<file path="config.mk">
export PLATFORM = sky130hd
export DESIGN_NAME = vram_grant_ctrl_flat
export DESIGN_NICKNAME = d
export VERILOG_FILES = /design/src/rtl/vram_grant_pkg.sv /design/src/rtl/vram_port_if.sv /design/src/rtl/vram_grant_ctrl.sv /design/src/flat_wrapper.sv
export SDC_FILE = /design/constraint.sdc
export NUM_CORES = 1
export LEC_CHECK = 0
export BUFFER_PORTS_ARGS = -buffer_cell sky130_fd_sc_hd__buf_2
export CELL_PAD_IN_SITES_DETAIL_PLACEMENT = 0
export CELL_PAD_IN_SITES_GLOBAL_PLACEMENT = 1
export CORE_MARGIN = 5
export CORE_UTILIZATION = 30
export CTS_CLUSTER_DIAMETER = 50
export DETAILED_ROUTE_END_ITERATION = 8
export HOLD_SLACK_MARGIN = 0.12
export PLACE_DENSITY = 0.62
export SETUP_SLACK_MARGIN = 0.02
export SLEW_MARGIN = 20
export SYNTH_ARGS = -nofsm -noshare
export SYNTH_HDL_FRONTEND = slang
export SYNTH_SLANG_ARGS = --single-unit
</file>
<file path="constraint.sdc">
create_clock -name i_clock -period 2.8 [get_ports i_clock]
set_input_delay 0.14 -clock i_clock [delete_from_list [all_inputs] [get_ports i_clock]]
set_output_delay 0.14 -clock i_clock [all_outputs]
set_load 0.03 [all_outputs]
</file>
<file path="src/rtl/vram_grant_pkg.sv">
/*
 * shared constants, state encodings and widths for the dual-port grant
 * and video transfer logic of the video ram controller.
 * assumes one 25 MHz system clock for every party.
 */
package vram_grant_pkg;

	localparam int ROW_W = 9;
	localparam int COL_W = 9;
	localparam int BANK_W = 2;
	localparam int ECAS_W = 2;

	localparam int SYS_CLOCK_MHZ = 25;
	localparam int PRECHARGE_NS = 80;
	localparam int REFRESH_LOW_NS = 120;
	localparam int PRECHARGE_CLOCKS =
		(PRECHARGE_NS * SYS_CLOCK_MHZ + 999) / 1000;
	localparam int REFRESH_CLOCKS =
		(REFRESH_LOW_NS * SYS_CLOCK_MHZ + 999) / 1000;
	localparam logic [3:0] PRECHARGE_LAST = 4'(PRECHARGE_CLOCKS - 1);
	localparam logic [3:0] REFRESH_LAST = 4'(REFRESH_CLOCKS - 1);

	// transfer strobe window, in system clock periods
	localparam int XFER_PERIODS = 4;
	localparam logic [2:0] XFER_DONE = 3'(XFER_PERIODS);
	localparam logic [2:0] XFER_LAST = 3'(XFER_PERIODS - 1);

	typedef enum logic [3:0] {
		ST_IDLE = 4'h1,
		ST_ACCESS = 4'h2,
		ST_REFRESH = 4'h4,
		ST_PRECHARGE = 4'h8
	} arb_state_t;

	typedef enum logic [2:0] {
		LD_IDLE = 3'h1,
		LD_LEAD = 3'h2,
		LD_STROBE = 3'h4
	} load_state_t;

endpackage

</file>
<file path="src/rtl/vram_port_if.sv">
/*
 * pins between the controller end and the bus/video end.
 * all signals are synchronous to the shared system clock.
 */
interface vram_port_if;
	import vram_grant_pkg::*;

	logic first_port_request;
	logic second_port_request;
	logic lock;
	logic write_indicator;
	logic [ECAS_W-1:0] column_strobe_enables;
	logic [ROW_W-1:0] row_address_inputs;
	logic [COL_W-1:0] column_address_inputs;
	logic [BANK_W-1:0] bank_select_inputs;
	logic early_transfer_request_n;
	logic shift_load_strobe_n;
	logic second_port_granted;
	logic second_port_early_ack;
	logic first_port_ack;

	modport device (
		input first_port_request, second_port_request, lock,
		input write_indicator, column_strobe_enables,
		input row_address_inputs, column_address_inputs,
		input bank_select_inputs, early_transfer_request_n,
		input shift_load_strobe_n,
		output second_port_granted, second_port_early_ack, first_port_ack
	);

	modport host (
		output first_port_request, second_port_request, lock,
		output write_indicator, column_strobe_enables,
		output row_address_inputs, column_address_inputs,
		output bank_select_inputs, early_transfer_request_n,
		output shift_load_strobe_n,
		input second_port_granted, second_port_early_ack, first_port_ack
	);

endinterface

</file>
<file path="src/rtl/vram_grant_ctrl.sv">
/*
 * controller end: port arbitration, lock, refresh slots, row/column
 * strobes and the transfer/output-enable strobe for video loads.
 * assumes the bus end muxes its port signals by the grant output and
 * drives everything synchronously to i_clock.
 */
////////////////////////////////////////////////////////////////////////
// Functional notes
// - grant high gives second port the array
// - grant low gives first port the array
// - bus end muxes port signals by grant
// - lock by owner stalls the other port
// - early request precedes load strobe enough
// - early request blocks port two, refresh
// - early request held or pulsed both accepted
// - load strobe fall drops output enable immediately
// - load strobe falls before row strobe
// - enable rises on strobe rise or edge four
// - write indicator ignored during load access
// - reads: enable follows column strobes if optioned
// - port two request latches, starts row strobe
// - early ack rises with port two row strobe
module vram_grant_ctrl import vram_grant_pkg::*; (
	input wire logic i_clock,
	input wire logic i_resetn,
	vram_port_if.device bus,
	input wire logic i_refresh_request,
	input wire logic i_oe_follows_cas,
	input wire logic i_latch_addresses,
	output logic o_row_strobe_n,
	output logic [ECAS_W-1:0] o_column_strobe_n,
	output logic o_transfer_output_enable_n,
	output logic [ROW_W-1:0] o_memory_address,
	output logic [BANK_W-1:0] o_bank_select,
	output logic o_refresh_active
);

	typedef struct packed {
		arb_state_t state;
		logic grant;
		logic [3:0] cnt;
		logic [2:0] xfer_cnt;
		logic hold;
		logic [2:0] hold_cnt;
		logic load_access;
		logic [COL_W-1:0] col;
		logic ras_n;
		logic [ECAS_W-1:0] cas_n;
		logic oe_n;
		logic ack_a;
		logic ack_b;
		logic [ROW_W-1:0] mem_addr;
		logic [BANK_W-1:0] bank;
		logic refresh_active;
	} ctrl_state_t;

	localparam ctrl_state_t RESET_STATE = '{
		state: ST_IDLE,
		grant: 1'b0,
		cnt: 4'h0,
		xfer_cnt: 3'h0,
		hold: 1'b0,
		hold_cnt: 3'h0,
		load_access: 1'b0,
		col: '0,
		ras_n: 1'b1,
		cas_n: '1,
		oe_n: 1'b1,
		ack_a: 1'b0,
		ack_b: 1'b0,
		mem_addr: '0,
		bank: '0,
		refresh_active: 1'b0
	};

	ctrl_state_t cur;
	ctrl_state_t next;
	logic strobe_low;
	logic blocked;
	logic req_owner;
	logic [COL_W-1:0] col_now;

	// inputs arrive on the same clock, so no synchronisers
	assign strobe_low = ~bus.shift_load_strobe_n;
	assign blocked = ~bus.early_transfer_request_n | cur.hold;
	assign req_owner = cur.grant ? bus.second_port_request
		: bus.first_port_request;
	assign col_now = i_latch_addresses ? cur.col
		: bus.column_address_inputs;

	////////////////////////////////////////////////////////////////////
	always_comb
	begin
		next = cur;

		// edges seen since the load strobe fell; restarts when it rises
		if (!strobe_low)
			next.xfer_cnt = 3'h0;
		else if (cur.xfer_cnt != XFER_DONE)
			next.xfer_cnt = cur.xfer_cnt + 3'h1;

		// hold outlives a short early request until four periods pass
		if (cur.hold)
		begin
			if (strobe_low || cur.hold_cnt != 3'h0)
			begin
				if (cur.hold_cnt == XFER_LAST)
				begin
					next.hold = 1'b0;
					next.hold_cnt = 3'h0;
				end
				else
					next.hold_cnt = cur.hold_cnt + 3'h1;
			end
		end
		else if (!bus.early_transfer_request_n)
			next.hold = 1'b1;

		// load access lasts until its row strobe has ended
		if (strobe_low)
			next.load_access = 1'b1;
		else if (cur.state != ST_ACCESS)
			next.load_access = 1'b0;

		case (cur.state)
		ST_IDLE:
		begin
			next.ras_n = 1'b1;
			next.cas_n = '1;
			next.ack_a = 1'b0;
			next.ack_b = 1'b0;
			// grant flips only here, with no row strobe active
			if (i_refresh_request && !blocked)
			begin
				next.state = ST_REFRESH;
				next.ras_n = 1'b0;
				next.cnt = 4'h0;
				next.refresh_active = 1'b1;
			end
			else if (!cur.grant)
			begin
				if (bus.first_port_request)
				begin
					next.state = ST_ACCESS;
					next.ras_n = 1'b0;
					next.ack_a = 1'b1;
				end
				else if (bus.second_port_request && !bus.lock && !blocked)
					next.grant = 1'b1;
			end
			else
			begin
				if (bus.second_port_request && !blocked)
				begin
					next.state = ST_ACCESS;
					next.ras_n = 1'b0;
					next.ack_b = 1'b1;
				end
				else if (bus.first_port_request && !bus.lock)
					next.grant = 1'b0;
			end
			if (next.state == ST_ACCESS)
			begin
				next.mem_addr = bus.row_address_inputs;
				next.col = bus.column_address_inputs;
				next.bank = bus.bank_select_inputs;
			end
		end
		ST_ACCESS:
		begin
			if (!req_owner)
			begin
				next.state = ST_PRECHARGE;
				next.ras_n = 1'b1;
				next.cas_n = '1;
				next.ack_a = 1'b0;
				next.ack_b = 1'b0;
				next.cnt = 4'h0;
			end
			else
			begin
				next.cas_n = ~bus.column_strobe_enables;
				next.mem_addr = col_now;
			end
		end
		ST_REFRESH:
		begin
			if (cur.cnt == REFRESH_LAST)
			begin
				next.state = ST_PRECHARGE;
				next.ras_n = 1'b1;
				next.cnt = 4'h0;
				next.refresh_active = 1'b0;
			end
			else
				next.cnt = cur.cnt + 4'h1;
		end
		ST_PRECHARGE:
		begin
			if (cur.cnt == PRECHARGE_LAST)
				next.state = ST_IDLE;
			else
				next.cnt = cur.cnt + 4'h1;
		end
		default:
			next = RESET_STATE;
		endcase

		// read path: enable tracks column strobes when optioned
		if (i_oe_follows_cas && !bus.write_indicator)
			next.oe_n = &next.cas_n;
		else
			next.oe_n = 1'b1;
	end

	////////////////////////////////////////////////////////////////////
	always_ff @(posedge i_clock)
	begin
		if (!i_resetn)
			cur <= RESET_STATE;
		else
			cur <= next;
	end

	////////////////////////////////////////////////////////////////////
	// the enable must fall with the strobe itself, so it is gated here
	// rather than waiting for the next edge; write state is masked out
	always_comb
	begin
		if (strobe_low || cur.load_access)
			o_transfer_output_enable_n =
				!strobe_low || cur.xfer_cnt == XFER_DONE;
		else
			o_transfer_output_enable_n = cur.oe_n;
	end

	assign bus.second_port_granted = cur.grant;
	assign bus.second_port_early_ack = cur.ack_b;
	assign bus.first_port_ack = cur.ack_a;
	assign o_row_strobe_n = cur.ras_n;
	assign o_column_strobe_n = cur.cas_n;
	assign o_memory_address = cur.mem_addr;
	assign o_bank_select = cur.bank;
	assign o_refresh_active = cur.refresh_active;

endmodule

</file>
<file path="src/flat_wrapper.sv">
// flat-port wrapper written by rule: the top's interface ports become plain ports
module vram_grant_ctrl_flat import vram_grant_pkg::*;
  (i_clock, i_resetn, i_refresh_request, i_oe_follows_cas, i_latch_addresses, o_row_strobe_n, o_column_strobe_n, o_transfer_output_enable_n, o_memory_address, o_bank_select, o_refresh_active, bus_first_port_request, bus_second_port_request, bus_lock, bus_write_indicator, bus_column_strobe_enables, bus_row_address_inputs, bus_column_address_inputs, bus_bank_select_inputs, bus_early_transfer_request_n, bus_shift_load_strobe_n, bus_second_port_granted, bus_second_port_early_ack, bus_first_port_ack);
  vram_port_if bus_i ();
  input wire logic i_clock;
  input wire logic i_resetn;
  input wire logic i_refresh_request;
  input wire logic i_oe_follows_cas;
  input wire logic i_latch_addresses;
  output logic o_row_strobe_n;
  output logic [ECAS_W-1:0] o_column_strobe_n;
  output logic o_transfer_output_enable_n;
  output logic [ROW_W-1:0] o_memory_address;
  output logic [BANK_W-1:0] o_bank_select;
  output logic o_refresh_active;
  input wire logic [$bits(bus_i.first_port_request)-1:0] bus_first_port_request;
  input wire logic [$bits(bus_i.second_port_request)-1:0] bus_second_port_request;
  input wire logic [$bits(bus_i.lock)-1:0] bus_lock;
  input wire logic [$bits(bus_i.write_indicator)-1:0] bus_write_indicator;
  input wire logic [$bits(bus_i.column_strobe_enables)-1:0] bus_column_strobe_enables;
  input wire logic [$bits(bus_i.row_address_inputs)-1:0] bus_row_address_inputs;
  input wire logic [$bits(bus_i.column_address_inputs)-1:0] bus_column_address_inputs;
  input wire logic [$bits(bus_i.bank_select_inputs)-1:0] bus_bank_select_inputs;
  input wire logic [$bits(bus_i.early_transfer_request_n)-1:0] bus_early_transfer_request_n;
  input wire logic [$bits(bus_i.shift_load_strobe_n)-1:0] bus_shift_load_strobe_n;
  output wire logic [$bits(bus_i.second_port_granted)-1:0] bus_second_port_granted;
  output wire logic [$bits(bus_i.second_port_early_ack)-1:0] bus_second_port_early_ack;
  output wire logic [$bits(bus_i.first_port_ack)-1:0] bus_first_port_ack;
  assign bus_i.first_port_request = bus_first_port_request;
  assign bus_i.second_port_request = bus_second_port_request;
  assign bus_i.lock = bus_lock;
  assign bus_i.write_indicator = bus_write_indicator;
  assign bus_i.column_strobe_enables = bus_column_strobe_enables;
  assign bus_i.row_address_inputs = bus_row_address_inputs;
  assign bus_i.column_address_inputs = bus_column_address_inputs;
  assign bus_i.bank_select_inputs = bus_bank_select_inputs;
  assign bus_i.early_transfer_request_n = bus_early_transfer_request_n;
  assign bus_i.shift_load_strobe_n = bus_shift_load_strobe_n;
  assign bus_second_port_granted = bus_i.second_port_granted;
  assign bus_second_port_early_ack = bus_i.second_port_early_ack;
  assign bus_first_port_ack = bus_i.first_port_ack;
  vram_grant_ctrl u_core (.i_clock(i_clock), .i_resetn(i_resetn), .bus(bus_i), .i_refresh_request(i_refresh_request), .i_oe_follows_cas(i_oe_follows_cas), .i_latch_addresses(i_latch_addresses), .o_row_strobe_n(o_row_strobe_n), .o_column_strobe_n(o_column_strobe_n), .o_transfer_output_enable_n(o_transfer_output_enable_n), .o_memory_address(o_memory_address), .o_bank_select(o_bank_select), .o_refresh_active(o_refresh_active));
endmodule
</file>
# --- Yosys cells after proc, flatten, opt, wreduce, memory -nomap -nowiden ---
# Index checks and enable logic that the tools add are counted.
word_totals:
  regBits: 44
  output_inout_bits: 19
  word_cells: 133
op_classes:
  addsub: 3
  eq_ne: 20
  mux: 54
  bitwise_logic: 10
  reduce_logical: 30
op_table:
  columns: ["cell", "count"]
  rows:
  - ["4-bit 2-to-1 mux", 12]
  - ["11-bit case mux with 3 select lines", 1]
  - ["4-bit case mux with 4 select lines", 2]
  - ["9-bit 2-to-1 mux", 3]
  - ["1-bit 2-to-1 mux", 24]
  - ["9-bit case mux with 2 select lines", 1]
  - ["3-bit AND reduction", 5]
  - ["2-bit AND reduction", 7]
  - ["4-bit by 2-bit equality test with 1-bit output (second input constant)", 3]
  - ["2-bit by 1-bit inequality test with 1-bit output (second input constant)", 6]
  - ["11-bit 2-to-1 mux", 1]
  - ["4-bit by 1-bit equality test with 1-bit output (second input constant)", 2]
  - ["1-bit inverter", 8]
  - ["2-bit case mux with 2 select lines", 2]
  - ["3-bit by 1-bit adder with 3-bit output (second input constant)", 2]
  - ["1-bit logical AND", 6]
  - ["2-bit 2-to-1 mux", 3]
  - ["2-bit inequality test (second input constant)", 3]
  - ["3-bit OR reduction", 2]
  - ["5-bit 2-to-1 mux", 1]
  - ["4-bit by 1-bit adder with 4-bit output (second input constant)", 1]
  - ["4-bit by 3-bit equality test with 1-bit output (second input constant)", 1]
  - ["4-bit equality test (second input constant)", 1]
  - ["4-bit by 2-bit inequality test with 1-bit output (second input constant)", 1]
  - ["14 further kinds", 19]

# --- Depth between registers and ports, before layout ---
depth:
  depth_word: 12
  ltp_mapped: 6
  ltp_nobuf: 6

# --- Least setup slack after synthesis ---
# No wires, ideal clock.
synth_timing:
  path_type: "register to register"
  from: "reg u_core.cur[40] (netlist name)"
  to: "reg u_core.cur, in the netlist u_core.o_memory_address[0]"
  arrival_time_ns: 1.660
  required_ns: 2.681
  path_slack_ns: 1.021
  path_stages_with_launch: 7
  path_buffers: 2
  synth_period_minus_slack_ns: 1.779
  path_cell_list: "dfxtp_1 > inv_2 > or4_1 > buf_2 > o211a_1 > buf_6 > o221a_1"
synth_between:
  elab_chain_len: 7
synth_rtl:
  columns: ["item", "line", "text"]
  rows:
  - ["start: declaration", "vram_grant_ctrl.sv:76", "ctrl_state_t cur;"]
  - ["start signal: assignment", "vram_grant_ctrl.sv:222", "cur <= next;"]
  - ["4-bit 2-to-1 mux (on tied branches)", "vram_grant_ctrl.sv:142, vram_grant_ctrl.sv:153", null]
  - ["5-bit 2-to-1 mux", "vram_grant_ctrl.sv:140", "else if (!cur.grant)"]
  - ["4-bit 2-to-1 mux", "vram_grant_ctrl.sv:133", "if (i_refresh_request && !blocked)"]
  - ["4-bit 2-to-1 mux", "vram_grant_ctrl.sv:125", "case (cur.state)"]
  - ["4-bit by 2-bit equality test with 1-bit output", "vram_grant_ctrl.sv:162", "if (next.state == ST_ACCESS)"]
  - ["2-bit by 1-bit inequality test with 1-bit output (no line)", null, null]
  - ["3-bit AND reduction (no line)", null, null]
# Several ways; a longest one is shown, not always the timed one. The select of a mux whose other input is x is not followed.
# A chain may end at the register's enable or synchronous reset.

# --- Final worst setup path ---
layout_timing:
  from: "reg u_core.cur[42] (netlist name)"
  to: "reg u_core.cur, in the netlist u_core.o_bank_select[0]"
layout_between:
  elab_chain_len: 7
layout_rtl:
  columns: ["item", "line"]
  rows:
  - ["4-bit 2-to-1 mux (on tied branches)", "vram_grant_ctrl.sv:142, vram_grant_ctrl.sv:153"]
  - ["5-bit 2-to-1 mux", "vram_grant_ctrl.sv:140"]
  - ["4-bit 2-to-1 mux", "vram_grant_ctrl.sv:133"]
  - ["4-bit 2-to-1 mux", "vram_grant_ctrl.sv:125"]
  - ["4-bit by 2-bit equality test with 1-bit output", "vram_grant_ctrl.sv:162"]
  - ["2-bit by 1-bit inequality test with 1-bit output (no line)", null]
  - ["2-bit AND reduction (no line)", null]
# Several ways; a longest one is shown, not always the timed one. The select of a mux whose other input is x is not followed.

==> results.ini <==
[status]
status=finished clean

[finish]
post-route-util=0.374
fin_area_um2=2920
nets=372
stdcell_count=435
drive_above_1_share=0.246
num-fill-cells=847
seq_area_um2=881
syn_to_final_growth_pct=20.0
multiInputGateArea_um2=1300
diodes=0

[sta]
worst_slew_pin_slew_ns=0.848
max_freq_mhz=458
whs_ns=0.165
fin_crit_ns=2.18
period_share=0.780
final.setup.tns_ns=0
fin_skew_ns=0.0129
setup_slack_ns=0.617
finalHoldViolations=0
rsz0062_at_grt=no
setup_violations=0
finalMaxSlewViolations=0
relSlewSlack=0.432

[worst_setup_path]
worst_ep_arrival_time_ns=2.34
critPathLaunchType=flop
reg2reg_slack_ns=0.62
r2r_start=u_core.cur[42]
timing_worst_setup_path_type=flop to flop
crit_path_end_kind=flop
path_max_fanout=14
crit_required_ns=2.96
rr_endpoint=u_core.o_bank_select[0]
r2r_cells=3

[clock_tree]
clk_pin_slew_ns=0.09
clock_sinks=44
clockBufferDepth=2
cts_made_buffers=5
tritoncts=yes
insertion_delay_ns=0.30
cts-root-buf=clkbuf_8
htree_num_levels=2

[pwr]
finalPower_mw=1.63
power.density_nw_per_um2=558
ir_worst_vdd_mv=0.190
leakagePower_nw=1.24

[worst_hold_path]
whs_endpoint=u_core.o_column_strobe_n[0]
hold_path_class=input port to flop
whs_path_depth=4
hold_start=bus_column_strobe_enables[0]

[drt]
vias=2190
drtAntennaViolNets=0
drc_errors=0
drtIter0Drc=78
via_per_inst=5.03
drtPass1Iterations=4
routed_wl_um=6480
avgRoutedWirePerCell_um=14.9

[place]
gp_congestion=0.803
place_inst=413
portBuffers=51
placed_cell_area_um2=2670
pre_cts_slack_ns=0.648
hpwl_um=4670

[floorplanning]
core_um2=7810
rows=32
initial_core_util=0.312
die_x_um=100
die-height_um=100
num_io_pins=52
dieArea_um2=10000

[synth]
netlist_top_cells_area=dfxtp_1, o21ai_0, mux2_2
synth_common_cells=dfxtp_1, o21ai_0, nand2_1, inv_1, a21oi_1
synth_cell_types=50
synth_edf_count=0
synth.avg_cell_area_um2=8.45
synth-async-reset-ratio=0
synthCells=288
ys_ff_latch=44
ys_seq_area_frac=0.362
ys.flop_type=dfxtp_1
yosysWarnings=0
yosysMostFrequentCell=dfxtp_1
syn-num-nets=328
yosysTopAreaCell=dfxtp_1
syn_area_um2=2430
yosysTopAreaCellShare=0.362

[global_routing]
track_usage=0.129
antenna_found_initial=0
grt_pass1_wl_um=10400
grt_max_degree=40
grt_pass1_vias=2051
overflow=0

[job]
drv_cap=0

cell usage in the layout, fill, tap and decap left out, drive strengths merged, types with 2 or more instances in the layout:
cell type     n
a22oi         3
nand3         3
dlygate4sd3  14
a2111oi       2
a211oi        2
nand2        29
clkbuf        6
dfxtp        44
a311oi        2
o221a        10
and2          3
xnor2         3
o211a         2
a21oi        17
o2111ai       2
or2           2
ha            7
nor3b         3
nand3b        2
mux2         11
nor2          9
nor4          4
o21ai        31
o22ai         2
nor2b         3
buf          55
inv          21
mux2i         4
nand2b        3
nand4        13
nor3          3
nor4b         2
worst max path at each step:
stage | start | endpoint | slack [ns] | cells past startpoint
after floorplan | u_core.cur[40] | u_core.o_memory_address[0] | 1.02 | 6
after global placement | u_core.cur[42] | u_core.o_bank_select[0] | 0.69 | 3
after detailed placement | u_core.cur[42] | u_core.cur[23] | 0.65 | 3
after CTS | u_core.cur[42] | u_core.cur[14] | 0.63 | 5
after global routing | u_core.cur[42] | u_core.cur[18] | 0.38 | 3
final | u_core.cur[42] | u_core.o_bank_select[0] | 0.62 | 3
power breakdown:
group	leakage [nW]	switching, mW	internal, mW
registers	0.359	0.0399	0.680
logic	0.824	0.267	0.157
clock network	0.0552	0.219	0.265
critical path, cell delays in order, from the launching register on:
cell,delay [ns]
dfxtp_1,0.60
or4_1,0.49
a2bb2oi_1,0.76
o21ai_0,0.20
layer usage:
metal | share of wire | global-route usage
met5 | 0 | 0
met4 | 0.0093 | 0.0342
met3 | 0.048 | 0.0299
met2 | 0.46 | 0.204
met1 | 0.49 | 0.177
final cells by class:
cell class / instances / area share
multi-input combinational: 191 / 0.445
sequential: 44 / 0.302
timing repair buffer: 69 / 0.146
tap: 102 / 0.0437
inverter: 21 / 0.0270
clock buffer: 6 / 0.0249
clock inverter: 2 / 0.0120
state kept, by name, summed over array words and instances (netlist names):
register and count:
u_core.o_row_strobe_n 1, u_core.bus.first_port_ack 1, u_core.o_column_strobe_n 2, u_core.bus.second_port_early_ack 1
u_core.o_bank_select 2, u_core.o_refresh_active 1, u_core.cur 26, u_core.bus.second_port_granted 1
u_core.o_memory_address 9
what timing repair did:
item,4_1_cts,5_1_grt
buffers inserted,0,0
hold buffers,14,0
resized for setup,0,0
hold endpoints to repair,16,0
cells by family after synthesis:
group	after synthesis	synth area share
multiplexers	15	0.0674
AO/OA/AOI/OAI	82	0.229
flip-flops	44	0.362
buffers and inverters	53	0.106
adder cells (fa/ha/maj)	7	0.0360
AND/OR/NAND/NOR	84	0.188
XOR/XNOR	3	0.0108
(Power assumes the default switching activity.)
